--- src/cpw_pkg.sv ---
/*
  Shared constants and an attribute check for the coherency slave port write path.
  Assumes a single 40 MHz clock shared by both ends.
*/
package cpw_pkg;
  // ----------------------------------------------------------------
  // Widths, store depth and byte address shift
  // ----------------------------------------------------------------
  localparam int ADDR_W = 32;
  localparam int DATA_W = 64;
  localparam int STRB_W = 8;
  localparam int LEN_W = 4;
  localparam int CACHE_W = 4;
  localparam int SIDE_W = 5;
  localparam int ID_W = 3;
  localparam int MEM_WORDS = 16;
  localparam int MEM_IDX_W = 4;
  localparam int BYTE_SHIFT = 3;

  // ----------------------------------------------------------------
  // Sideband fields and inner attribute codes
  // ----------------------------------------------------------------
  localparam int SIDE_SHARED_BIT = 0;
  localparam int SIDE_ATTR_LSB = 1;
  localparam logic [3:0] ATTR_STRONG = 4'h0;
  localparam logic [3:0] ATTR_DEVICE = 4'h1;
  localparam logic [3:0] ATTR_NONCACHE = 4'h3;
  localparam logic [3:0] ATTR_WTHROUGH = 4'h6;
  localparam logic [3:0] ATTR_WBACK_NOALLOC = 4'h7;
  localparam logic [3:0] ATTR_WBACK_ALLOC = 4'hF;

  // ----------------------------------------------------------------
  // Response codes and cache type bits
  // ----------------------------------------------------------------
  localparam logic [1:0] RESP_OKAY = 2'h0;
  localparam logic [1:0] RESP_EXOKAY = 2'h1;
  localparam logic [1:0] RESP_SLVERR = 2'h2;
  localparam int CACHE_BUFFERABLE_BIT = 0;
  localparam int CACHE_CACHEABLE_BIT = 1;

  function automatic logic attrLegal(input logic [3:0] attr);
    attrLegal = (attr == ATTR_STRONG) || (attr == ATTR_DEVICE) || (attr == ATTR_NONCACHE) ||
                (attr == ATTR_WTHROUGH) || (attr == ATTR_WBACK_NOALLOC) ||
                (attr == ATTR_WBACK_ALLOC);
  endfunction : attrLegal
endpackage : cpw_pkg

--- src/cpw_link_if.sv ---
/*
  Write address, data and response channels between master and port.
  Assumes both ends share clock and rstn.
*/
`timescale 1ns/1ps
interface cpw_link_if
  import cpw_pkg::*;
(
  input wire logic clock,
  input wire logic rstn
);
  logic awValid;
  logic awReady;
  logic [ADDR_W-1:0] coh_wr_address;
  logic [LEN_W-1:0] coh_wr_burst_length;
  logic [1:0] coh_wr_beat_size;
  logic [CACHE_W-1:0] coh_wr_cache_type;
  logic coh_wr_lock_type;
  logic [SIDE_W-1:0] coh_wr_sideband;
  logic [ID_W-1:0] awId;
  logic wValid;
  logic wReady;
  logic [DATA_W-1:0] coh_wr_beat_data;
  logic [STRB_W-1:0] coh_wr_byte_strobe;
  logic coh_wr_final_beat;
  logic bValid;
  logic bReady;
  logic [1:0] coh_wr_response_code;
  logic [ID_W-1:0] bId;

  modport master (
    input clock, rstn, awReady, wReady, bValid, coh_wr_response_code, bId,
    output awValid, coh_wr_address, coh_wr_burst_length, coh_wr_beat_size, coh_wr_cache_type,
    output coh_wr_lock_type, coh_wr_sideband, awId, wValid, coh_wr_beat_data,
    output coh_wr_byte_strobe, coh_wr_final_beat, bReady
  );
  modport port (
    input clock, rstn, awValid, coh_wr_address, coh_wr_burst_length, coh_wr_beat_size,
    input coh_wr_cache_type, coh_wr_lock_type, coh_wr_sideband, awId, wValid,
    input coh_wr_beat_data, coh_wr_byte_strobe, coh_wr_final_beat, bReady,
    output awReady, wReady, bValid, coh_wr_response_code, bId
  );
endinterface : cpw_link_if

--- src/cpw_port.sv ---
/*
  Coherency slave port write end: accepts write bursts, buffers beats in a
  two-entry buffer, merges strobed bytes into a small word store and answers.
  Assumes the master keeps to valid/ready signalling on each channel.
*/
`timescale 1ns/1ps
// How it works
// Burst length sets number of data beats
// Cache type accepted; only its cacheable bit is recorded per write
// Sideband carries inner attribute and shared bit
// 64-bit beats; only strobed bytes update
// Transfer only when valid and ready high
module cpw_port
  import cpw_pkg::*;
#(
  parameter int WORDS = MEM_WORDS
) (
  cpw_link_if.port link,
  input wire logic [MEM_IDX_W-1:0] peekIndex,
  output logic [DATA_W-1:0] peekData,
  output logic lastCacheable,
  output logic [3:0] lastAttr,
  output logic lastShared,
  output logic lastExclusive
);
  // ----------------------------------------------------------------
  // State record
  // ----------------------------------------------------------------
  // Buffer entry layout and occupancy levels
  localparam int ENTRY_W = DATA_W + STRB_W;
  localparam int BYTE_W = 8;
  localparam int ATTR_W = 4;
  localparam logic [1:0] BUF_EMPTY = 2'h0;
  localparam logic [1:0] BUF_ONE = 2'h1;
  localparam logic [1:0] BUF_FULL = 2'h2;

  // Waiting for an address, taking beats, answering
  typedef enum {PS_IDLE, PS_DATA, PS_RESP} cpw_pstate_t;
  // Every register of the port end
  typedef struct packed {
    cpw_pstate_t st;
    logic [MEM_IDX_W-1:0] idx;
    logic [LEN_W-1:0] left;
    logic [ID_W-1:0] id;
    logic bad;
    logic lock;
    logic [1:0] bufCount;
    logic [1:0][ENTRY_W-1:0] buffer; // Oldest beat in entry 0
    logic bValid;
    logic [1:0] resp;
    logic awReady;
    logic wReady;
    logic [WORDS-1:0][DATA_W-1:0] mem;
    logic [DATA_W-1:0] peek;
    logic cacheable;
    logic [3:0] attr;
    logic shared;
    logic excl;
  } cpw_preg_t;
  cpw_preg_t r, next_r;

  // ----------------------------------------------------------------
  // Helper functions
  // ----------------------------------------------------------------
  // Byte merge under strobe
  function automatic logic [DATA_W-1:0] mergeBytes(input logic [DATA_W-1:0] old,
                                                   input logic [DATA_W-1:0] data,
                                                   input logic [STRB_W-1:0] strb);
    logic [DATA_W-1:0] res;
    res = old;
    for (int b = 0; b < STRB_W; b++) begin
      if (strb[b]) res[b*BYTE_W +: BYTE_W] = data[b*BYTE_W +: BYTE_W];
    end
    mergeBytes = res;
  endfunction : mergeBytes

  // Inner attribute field of a sideband word
  function automatic logic [ATTR_W-1:0] sidebandAttr(input logic [SIDE_W-1:0] side);
    sidebandAttr = side[SIDE_ATTR_LSB +: ATTR_W];
  endfunction : sidebandAttr

  // Answer for a finished burst: a refused attribute wins over exclusive
  function automatic logic [1:0] burstResp(input logic bad, input logic excl);
    if (bad) begin
      burstResp = RESP_SLVERR;
    end else if (excl) begin
      burstResp = RESP_EXOKAY;
    end else begin
      burstResp = RESP_OKAY;
    end
  endfunction : burstResp

  // Pack a beat and its strobe into one buffer entry
  function automatic logic [ENTRY_W-1:0] packEntry(input logic [DATA_W-1:0] data,
                                                  input logic [STRB_W-1:0] strb);
    packEntry = {data, strb};
  endfunction : packEntry

  // ----------------------------------------------------------------
  // Link outputs and store and attribute status outputs
  // ----------------------------------------------------------------
  assign link.awReady = r.awReady;
  assign link.wReady = r.wReady; // Stall when buffer full
  assign link.bValid = r.bValid;
  assign link.coh_wr_response_code = r.resp;
  assign link.bId = r.id;
  assign peekData = r.peek;
  assign lastCacheable = r.cacheable;
  assign lastAttr = r.attr;
  assign lastShared = r.shared;
  assign lastExclusive = r.excl;

  // ----------------------------------------------------------------
  // Next state
  // ----------------------------------------------------------------
  // Address, buffer, merge and response
  always_comb begin
    logic push;
    logic pop;
    logic [ENTRY_W-1:0] head;
    push = 1'b0;
    pop = 1'b0;
    head = r.buffer[0];
    next_r = r;
    next_r.peek = r.mem[peekIndex];
    next_r.awReady = 1'b0;
    // Drain one beat per cycle into the store
    if (r.bufCount != BUF_EMPTY) begin
      pop = 1'b1;
      // Beats of a refused burst are dropped here
      if (!r.bad) begin
        next_r.mem[r.idx] = mergeBytes(r.mem[r.idx], head[DATA_W+STRB_W-1:STRB_W],
                                       head[STRB_W-1:0]);
      end
      // Word index wraps round the store
      next_r.idx = r.idx + 1'b1;
    end
    // A beat is taken only on valid and ready
    push = link.wValid && link.wReady;
    case (r.st)
      // Offer the address channel while idle, latch its fields
      PS_IDLE: begin
        next_r.awReady = 1'b1;
        if (link.awValid && r.awReady) begin
          next_r.awReady = 1'b0;
          next_r.idx = link.coh_wr_address[BYTE_SHIFT +: MEM_IDX_W];
          next_r.left = link.coh_wr_burst_length;
          next_r.id = link.awId;
          next_r.lock = link.coh_wr_lock_type;
          next_r.cacheable = link.coh_wr_cache_type[CACHE_CACHEABLE_BIT];
          next_r.attr = sidebandAttr(link.coh_wr_sideband);
          next_r.shared = link.coh_wr_sideband[SIDE_SHARED_BIT];
          next_r.excl = link.coh_wr_lock_type;
          next_r.bad = !attrLegal(sidebandAttr(link.coh_wr_sideband));
          next_r.st = PS_DATA;
        end
      end
      // Count beats down; the one taken at zero is the last
      PS_DATA: begin
        if (push) begin
          next_r.left = r.left - 1'b1;
          if (r.left == '0) next_r.st = PS_RESP;
        end
      end
      // Answer only once the buffer has drained into the store
      PS_RESP: begin
        if (r.bufCount == BUF_EMPTY && !r.bValid) begin
          next_r.bValid = 1'b1;
          next_r.resp = burstResp(r.bad, r.lock);
        end
        if (r.bValid && link.bReady) begin
          next_r.bValid = 1'b0;
          next_r.st = PS_IDLE;
        end
      end
      default: begin
        next_r.st = PS_IDLE;
      end
    endcase
    // Two-entry buffer shift: entry 1 moves up as entry 0 drains
    if (pop) begin
      next_r.buffer[0] = r.buffer[1];
    end
    // New beat goes to the first entry left free after the pop
    if (push) begin
      if (r.bufCount == BUF_EMPTY || (pop && r.bufCount == BUF_ONE)) begin
        next_r.buffer[0] = packEntry(link.coh_wr_beat_data, link.coh_wr_byte_strobe);
      end else begin
        next_r.buffer[1] = packEntry(link.coh_wr_beat_data, link.coh_wr_byte_strobe);
      end
    end
    // Occupancy follows push and pop
    case ({push, pop})
      2'h2: next_r.bufCount = r.bufCount + 2'h1;
      2'h1: next_r.bufCount = r.bufCount - 2'h1;
      default: next_r.bufCount = r.bufCount;
    endcase
    // Ready comes from a flop: low when full or not taking beats
    next_r.wReady = (next_r.st == PS_DATA) && (next_r.bufCount != BUF_FULL);
  end

  // ----------------------------------------------------------------
  // State register
  // ----------------------------------------------------------------
  // Whole state record, cleared by reset
  always_ff @(posedge link.clock or negedge link.rstn) begin
    if (!link.rstn) begin
      r <= '{st: PS_IDLE, default: '0};
    end else begin
      r <= next_r;
    end
  end
endmodule : cpw_port

--- src/flat_wrapper.sv ---
// flat-port wrapper written by rule: the top's interface ports become plain ports
module cpw_port_flat import cpw_pkg::*;
#(
  parameter int WORDS = MEM_WORDS
)
  (peekIndex, peekData, lastCacheable, lastAttr, lastShared, lastExclusive, clock, rstn, link_awValid, link_coh_wr_address, link_coh_wr_burst_length, link_coh_wr_beat_size, link_coh_wr_cache_type, link_coh_wr_lock_type, link_coh_wr_sideband, link_awId, link_wValid, link_coh_wr_beat_data, link_coh_wr_byte_strobe, link_coh_wr_final_beat, link_bReady, link_awReady, link_wReady, link_bValid, link_coh_wr_response_code, link_bId);
  cpw_link_if link_i (.clock(clock), .rstn(rstn));
  input wire logic [MEM_IDX_W-1:0] peekIndex;
  output logic [DATA_W-1:0] peekData;
  output logic lastCacheable;
  output logic [3:0] lastAttr;
  output logic lastShared;
  output logic lastExclusive;
  input wire logic clock;
  input wire logic rstn;
  input wire logic [$bits(link_i.awValid)-1:0] link_awValid;
  input wire logic [$bits(link_i.coh_wr_address)-1:0] link_coh_wr_address;
  input wire logic [$bits(link_i.coh_wr_burst_length)-1:0] link_coh_wr_burst_length;
  input wire logic [$bits(link_i.coh_wr_beat_size)-1:0] link_coh_wr_beat_size;
  input wire logic [$bits(link_i.coh_wr_cache_type)-1:0] link_coh_wr_cache_type;
  input wire logic [$bits(link_i.coh_wr_lock_type)-1:0] link_coh_wr_lock_type;
  input wire logic [$bits(link_i.coh_wr_sideband)-1:0] link_coh_wr_sideband;
  input wire logic [$bits(link_i.awId)-1:0] link_awId;
  input wire logic [$bits(link_i.wValid)-1:0] link_wValid;
  input wire logic [$bits(link_i.coh_wr_beat_data)-1:0] link_coh_wr_beat_data;
  input wire logic [$bits(link_i.coh_wr_byte_strobe)-1:0] link_coh_wr_byte_strobe;
  input wire logic [$bits(link_i.coh_wr_final_beat)-1:0] link_coh_wr_final_beat;
  input wire logic [$bits(link_i.bReady)-1:0] link_bReady;
  output wire logic [$bits(link_i.awReady)-1:0] link_awReady;
  output wire logic [$bits(link_i.wReady)-1:0] link_wReady;
  output wire logic [$bits(link_i.bValid)-1:0] link_bValid;
  output wire logic [$bits(link_i.coh_wr_response_code)-1:0] link_coh_wr_response_code;
  output wire logic [$bits(link_i.bId)-1:0] link_bId;
  assign link_i.awValid = link_awValid;
  assign link_i.coh_wr_address = link_coh_wr_address;
  assign link_i.coh_wr_burst_length = link_coh_wr_burst_length;
  assign link_i.coh_wr_beat_size = link_coh_wr_beat_size;
  assign link_i.coh_wr_cache_type = link_coh_wr_cache_type;
  assign link_i.coh_wr_lock_type = link_coh_wr_lock_type;
  assign link_i.coh_wr_sideband = link_coh_wr_sideband;
  assign link_i.awId = link_awId;
  assign link_i.wValid = link_wValid;
  assign link_i.coh_wr_beat_data = link_coh_wr_beat_data;
  assign link_i.coh_wr_byte_strobe = link_coh_wr_byte_strobe;
  assign link_i.coh_wr_final_beat = link_coh_wr_final_beat;
  assign link_i.bReady = link_bReady;
  assign link_awReady = link_i.awReady;
  assign link_wReady = link_i.wReady;
  assign link_bValid = link_i.bValid;
  assign link_coh_wr_response_code = link_i.coh_wr_response_code;
  assign link_bId = link_i.bId;
  cpw_port #(.WORDS(WORDS)) u_core (.link(link_i), .peekIndex(peekIndex), .peekData(peekData), .lastCacheable(lastCacheable), .lastAttr(lastAttr), .lastShared(lastShared), .lastExclusive(lastExclusive));
endmodule
--- config.mk ---
export PLATFORM = sky130hd
export DESIGN_NAME = cpw_port_flat
export DESIGN_NICKNAME = d
export VERILOG_FILES = /design/src/cpw_pkg.sv /design/src/cpw_link_if.sv /design/src/cpw_port.sv /design/src/flat_wrapper.sv
export SDC_FILE = /design/constraint.sdc
export NUM_CORES = 2
export LEC_CHECK = 0
export ABC_AREA = 1
export BUFFER_PORTS_ARGS = -buffer_cell sky130_fd_sc_hd__clkbuf_2
export CAP_MARGIN = 20
export CORE_MARGIN = 3
export CORE_UTILIZATION = 39
export DETAILED_ROUTE_END_ITERATION = 16
export PLACE_DENSITY = 0.61
export SLEW_MARGIN = 5
export SYNTH_ARGS = -nofsm -noshare
export SYNTH_HDL_FRONTEND = slang
export SYNTH_SLANG_ARGS = --single-unit
export TNS_END_PERCENT = 10
--- constraint.sdc ---
create_clock -name clock -period 2.8 [get_ports clock]
set_clock_uncertainty 0.1 [all_clocks]
set_input_delay 0.28 -clock clock [delete_from_list [all_inputs] [get_ports clock]]
set_output_delay 0.28 -clock clock [all_outputs]
set_load 0.01 [all_outputs]
## After elaboration in Yosys (flattened, before gate mapping)

Index checks and enable logic that the tools add are counted.

| storage, ports and cells | value |
|---|---|
| bits of input ports | 133 |
| output and inout bits | 79 |
| logic and storage cells | 135 |
| bits in registers | 1290 |

| cells by class | value |
|---|---|
| add/subtract/negate cells | 4 |
| bitwise logic cells | 2 |
| reductions and logical operators | 28 |
| order comparisons | 3 |
| equality and inequality tests | 14 |
| multiplexer cells | 51 |

Operators with widths:

| cell | number |
|---|---|
| $bwmux 1024 | 1 |
| $bmux 64 s4 | 2 |
| $demux 64 s4 | 1 |
| $mux 72 | 3 |
| $mux 64 | 3 |
| $mux 8 | 24 |
| $mux 32 | 3 |
| $pmux 32 s3 | 1 |
| $eq 32x2->1 const B | 2 |
| $mux 45 | 1 |
| $eq 32x1->1 const B | 1 |
| $logic_not 32->1 | 1 |
| $mux 4 | 3 |
| $lt 4x5->1 const B | 2 |
| $reduce_and 2->1 | 5 |
| $eq 4x3->1 const B | 2 |
| $logic_not 4->1 | 2 |
| $pmux 4 s2 | 1 |
| $logic_and 1x1->1 | 7 |
| $logic_or 1x1->1 | 6 |
| $reduce_bool 2->1 | 3 |
| $mux 1 | 5 |
| $add 4x1->4 const B | 1 |
| $eq 2x1->1 const B | 2 |
| other kinds (17) | 20 |

## Logic depth before layout (Yosys ltp)

| depth | value |
|---|---|
| depth in word-level cells | 11 |
| gate-level depth with buffers | 13 |

## Worst setup path after synthesis

OpenSTA, ideal clock, no wires.

| timing path | value |
|---|---|
| path kind | register to register |
| start point | register u_core.r[1256] in the netlist's numbering |
| end point | register u_core.r[591] in the netlist's numbering |
| setup time | 0.066 ns |
| arrival | 2.162 ns |
| period minus slack after synthesis | 2.327 ns |
| stages on the path, launching flop included | 11 |
| setup slack | 0.473 ns |
| cells stage by stage | dfrtp_1 -> inv_2 -> buf_2 -> clkbuf_1 -> ha_1 -> nand2_1 -> nor2_1 -> clkbuf_1 -> clkbuf_1 -> nand3_1 -> nand2_1 |

| on the way | value |
|---|---|
| cells in the longest elaborated chain, start to end | 6 |
| elaborated cells between the ends (all ways) | 11 |
| those cells by class | 2 x order compare; 8 x mux; 1 x reduce/logical |

Ends and longest elaborated chain:

| element | RTL line | source |
|---|---|---|
| start, declared | cpw_port.sv:60 | `cpw_preg_t r, next_r;` |
| start signal, assigned | cpw_port.sv:210 | `r <= next_r;` |
| $bmux 64 s4 | cpw_port.sv:132 | `next_r.mem[r.idx] = mergeBytes(r.mem[r.idx], head[DATA_W+STRB_W-1:STRB_W],` |
| $mux 64 (not written as such) | cpw_port.sv:132 |  |
| $mux 8 | cpw_port.sv:72 | `if (strb[b]) res[b*BYTE_W +: BYTE_W] = data[b*BYTE_W +: BYTE_W];` |
| $mux 8 | cpw_port.sv:131 | `if (!r.bad) begin` |
| $mux 8 | cpw_port.sv:128 | `if (r.bufCount != BUF_EMPTY) begin` |
| $bwmux 1024 * | cpw_port.sv:132 |  |

Mark *: on every way between the ends. The rest lies on a longest branch, timed or not. The select of a mux whose other input is x is not followed.
A chain may end at the register's enable or synchronous reset.

## Worst setup path in the final report

| timing path | value |
|---|---|
| start point | register u_core.r[1244] in the netlist's numbering |
| end point | register u_core.r[172] in the netlist's numbering |

| on the way | value |
|---|---|
| cells in the longest elaborated chain, start to end | 2 |

Ends and longest elaborated chain:

| element | RTL line |
|---|---|
| $reduce_bool 2->1 | cpw_port.sv:128 |
| $reduce_and 2->1 (no line) | - |

No other way between the ends.

==> flow_summary.toml <==
[setup_path]
crit_cells = 9
reg2reg_slack_ns = 0.07
cp-start-kind = "register"
worst_path_most_repeated_cell = "nand2_1"
reg2reg_depth = 9
r2r_start = "u_core.r[1244]"
r2r-end = "u_core.r[172]"
worstPathRequired_ns = 3.41
cp_max_fo = 20
end_kind = "register"
arrival_ns = 3.34
slowest_stage = "nor2_1"
criticalPathCategory = "register to register"
crit_family = "simple AND/OR/NAND/NOR gates"
max_stage_delay_ns = 0.40
worstPathCellList = "inv_1, ha_4, nor2_1, nand2_1, nor2_4, inv_4, buf_4, nand2_1, nand2_1"
path_buf_inv = 3

[timing]
finalCritPeriodShare_pct = 97.5
slew_violations = 0
timing.slew.headroom_pct = 24.9
tns_ns = 0
fin_ws_ns = 0.0713
hold_violations = 0
rsz0062_at_grt = "yes"
worst_pin_slew_ns = 1.13
finalCriticalPeriod_ns = 2.73
setup_viol = 0
fmax_ghz = 0.366

[drt]
drc = 0
wl_per_cell_um = 23.1
detail_route.vias_per_cell = 5.82
vias = 69907
drt_iter0_markers = 9115
routed_wl_mm = 277
first_pass_iters = 7
ant_nets = 0

[power]
cellPowerDensity_nw_per_um2 = 513
p_comb_share_pct = 5.3
p_clk_share_pct = 49.4
p_sw_mw = 10.1
seqPwrFrac_pct = 45.2
switching_share_pct = 24.2
irDropWorstVdd_uv = 712
p_leak_nw = 40.8
p_int_mw = 31.5

[clock_tree]
cts.sinks = 1290
numCtsBuffers = 148
cts_tree = "built"
cts_setup_buffers = 0
clkLatencyLatePin_ns = 0.84
cts-root-buf = "clkbuf_16"
clk_pin_slew_worst_paths_ns = 0.06
clockBufferDepth = 3
htree_levels = 4

[yosys]
postSynthAreaPerCell_um2 = 7.35
netlist.area_leader.share_pct = 45.5
synth-async-reset-ratio_pct = 100
syn_inst = 9660
synth_edf_count = 0
synth_common_cells = "nand2_1, nand3_1, dfrtp_1"
yosysUniqueCellTypes = 33
yosysMostFrequentCell = "nand2_1"
ys_ff_latch = 1290
yosysTopAreaCell = "dfrtp_1"
ys_seq_area_share_pct = 45.5
ys.flop_type = "dfrtp_1"
synth_area_leaders = "dfrtp_1, nand2_1, nand3_1"
synth_warnings = 0
syn-cell-area_um2 = 71000

[finish]
fill_cells = 17763
finalInstanceArea_um2 = 81000
syn_to_final_growth_pct = 14.1
stdcell_count = 12012
utilization_pct = 45.1
drive_gt1_share_pct = 8.61
nets = 9680

[floorplanning]
die-area_um2 = 187000
rows = 155
io-pin-count = 212
die-height_um = 433
start_util_pct = 39.5
dieWidth_um = 433
core-area_um2 = 180000

[global_route]
antenna_found_initial = 7
grt_pass1_vias = 65186
gr-total-overflow = 0
grt_usage_pct = 29.0
grt_pass1_wl_mm = 414
grt_max_degree = 134

[placement]
dpl_cell_area_um2 = 74800
place_congestion = 0.862
dpl.hpwl_mm = 151
pre_cts_ws_ns = 0.154
dp.cells = 11639
portBuffers = 177

[flow_run]
cap_violations = 0

[run_status]
status = "finished clean"

[hold_path]
hold_end = "u_core.lastCacheable"
worstHoldStart = "link_coh_wr_cache_type[1]"
hp-class = "primary input to register"
hold_depth = 4
stage by stage:
stage / hold WS (ns) / power, mW
after floorplan: -0.116 / 20.2
after global placement: 0.0881 / 21.2
after detailed placement: 0.0879 / 21.2
after CTS: 0.0265 / 41.9
after global routing: 0.0878 / 42.7
final: 0.0824 / 41.5
tightest hold or removal path, delay by kind of cell:
kind	cells	cell delay, ns
buffers and inverters	2	0.61
AND/OR/NAND/NOR	2	0.09
repair_timing:
action,CTS,global route
hold endpoints to repair,1380,0
resized for setup,0,7
hold buffers,104,0
setup endpoints to repair,0,5
cell usage in the layout (no fill, tap or decap), types with 3 or more instances in the layout:
master,instances
ha_1,8
nand3_2,18
clkbuf_1,29
o21ai_1,53
a21oi_2,8
buf_4,161
inv_4,19
clkbuf_2,172
inv_16,3
dlygate4sd3_1,103
clkbuf_16,150
nor3_2,4
nor2_4,17
buf_12,135
clkinv_8,4
clkinv_2,28
mux2i_1,75
nand3b_2,46
nand2_1,3405
xor2_1,4
o211ai_1,472
conb_1,30
bufinv_16,15
inv_6,6
o22ai_1,13
nor2_1,72
dfrtp_1,1288
diode_2,3
clkbuf_8,28
nand3_1,1428
inv_1,644
o21ai_0,671
a21oi_1,499
buf_8,3
o221ai_1,23
per-layer routing:
layer  track usage, %  vias to the layer above  share of wire, %
met5                0                        -            0.0051
met4             14.7                        2               5.6
met3             5.97                      872                11
met2             45.1                     4194                45
met1             38.2                    33422                39
li1                 -                    31417                 -
layout make-up:
| type | instances | area (um2) | share of cell area [%] |
|---|---|---|---|
| Clock inverter | 59 | 835 | 1.03 |
| Timing Repair Buffer | 575 | 5860 | 7.23 |
| Sequential cell | 1290 | 32300 | 39.9 |
| Inverter | 666 | 2560 | 3.17 |
| Clock buffer | 207 | 4250 | 5.24 |
| Antenna cell | 3 | 7.51 | 0.00927 |
| Tap cell | 2355 | 2950 | 3.64 |
| Multi-Input combinational cell | 6857 | 32300 | 39.8 |
power by group through the flow:
stage	Sequential, mW	Combinational (mW)	Clock [mW]
after CTS	18.8	2.21	20.9
after global routing	18.8	2.41	21.5
final	18.8	2.21	20.5
after global placement	19.1	2.08	0
after floorplan	19.1	1.05	0
after detailed placement	19.1	2.09	0
state kept, by name (all words and copies together) (netlist names):
register / count
u_core.link.awReady: 1
u_core.link.bValid: 1
u_core.link.bId: 3
u_core.lastShared: 1
u_core.lastAttr: 4
u_core.lastCacheable: 1
u_core.link.coh_wr_response_code: 2
u_core.link.wReady: 1
u_core.peekData: 64
u_core.r: 1212
logic make-up after synthesis:
logic type      count (synthesis)  share of synthesized area (%)
compound gates               1742                           14.1
mux                            75                           1.06
xor+xnor                        5                         0.0617
simple gates                 4996                           29.6
flops                        1290                           45.5
fa+ha+maj                       9                          0.159
buf+inv                      1542                           9.49
other cells                     1                        0.00528
worst max-delay path by stage:
stage                               from  slack [ns]        endpoint
after global placement    u_core.r[1244]        0.19   u_core.r[161]
after detailed placement  u_core.r[1244]        0.15   u_core.r[172]
final                     u_core.r[1244]        0.07   u_core.r[172]
after global routing      u_core.r[1265]      -0.004  u_core.r[1254]
after floorplan           u_core.r[1256]        0.47   u_core.r[591]
after CTS                 u_core.r[1263]        0.03  u_core.r[1254]
(Power assumes the default switching activity.)
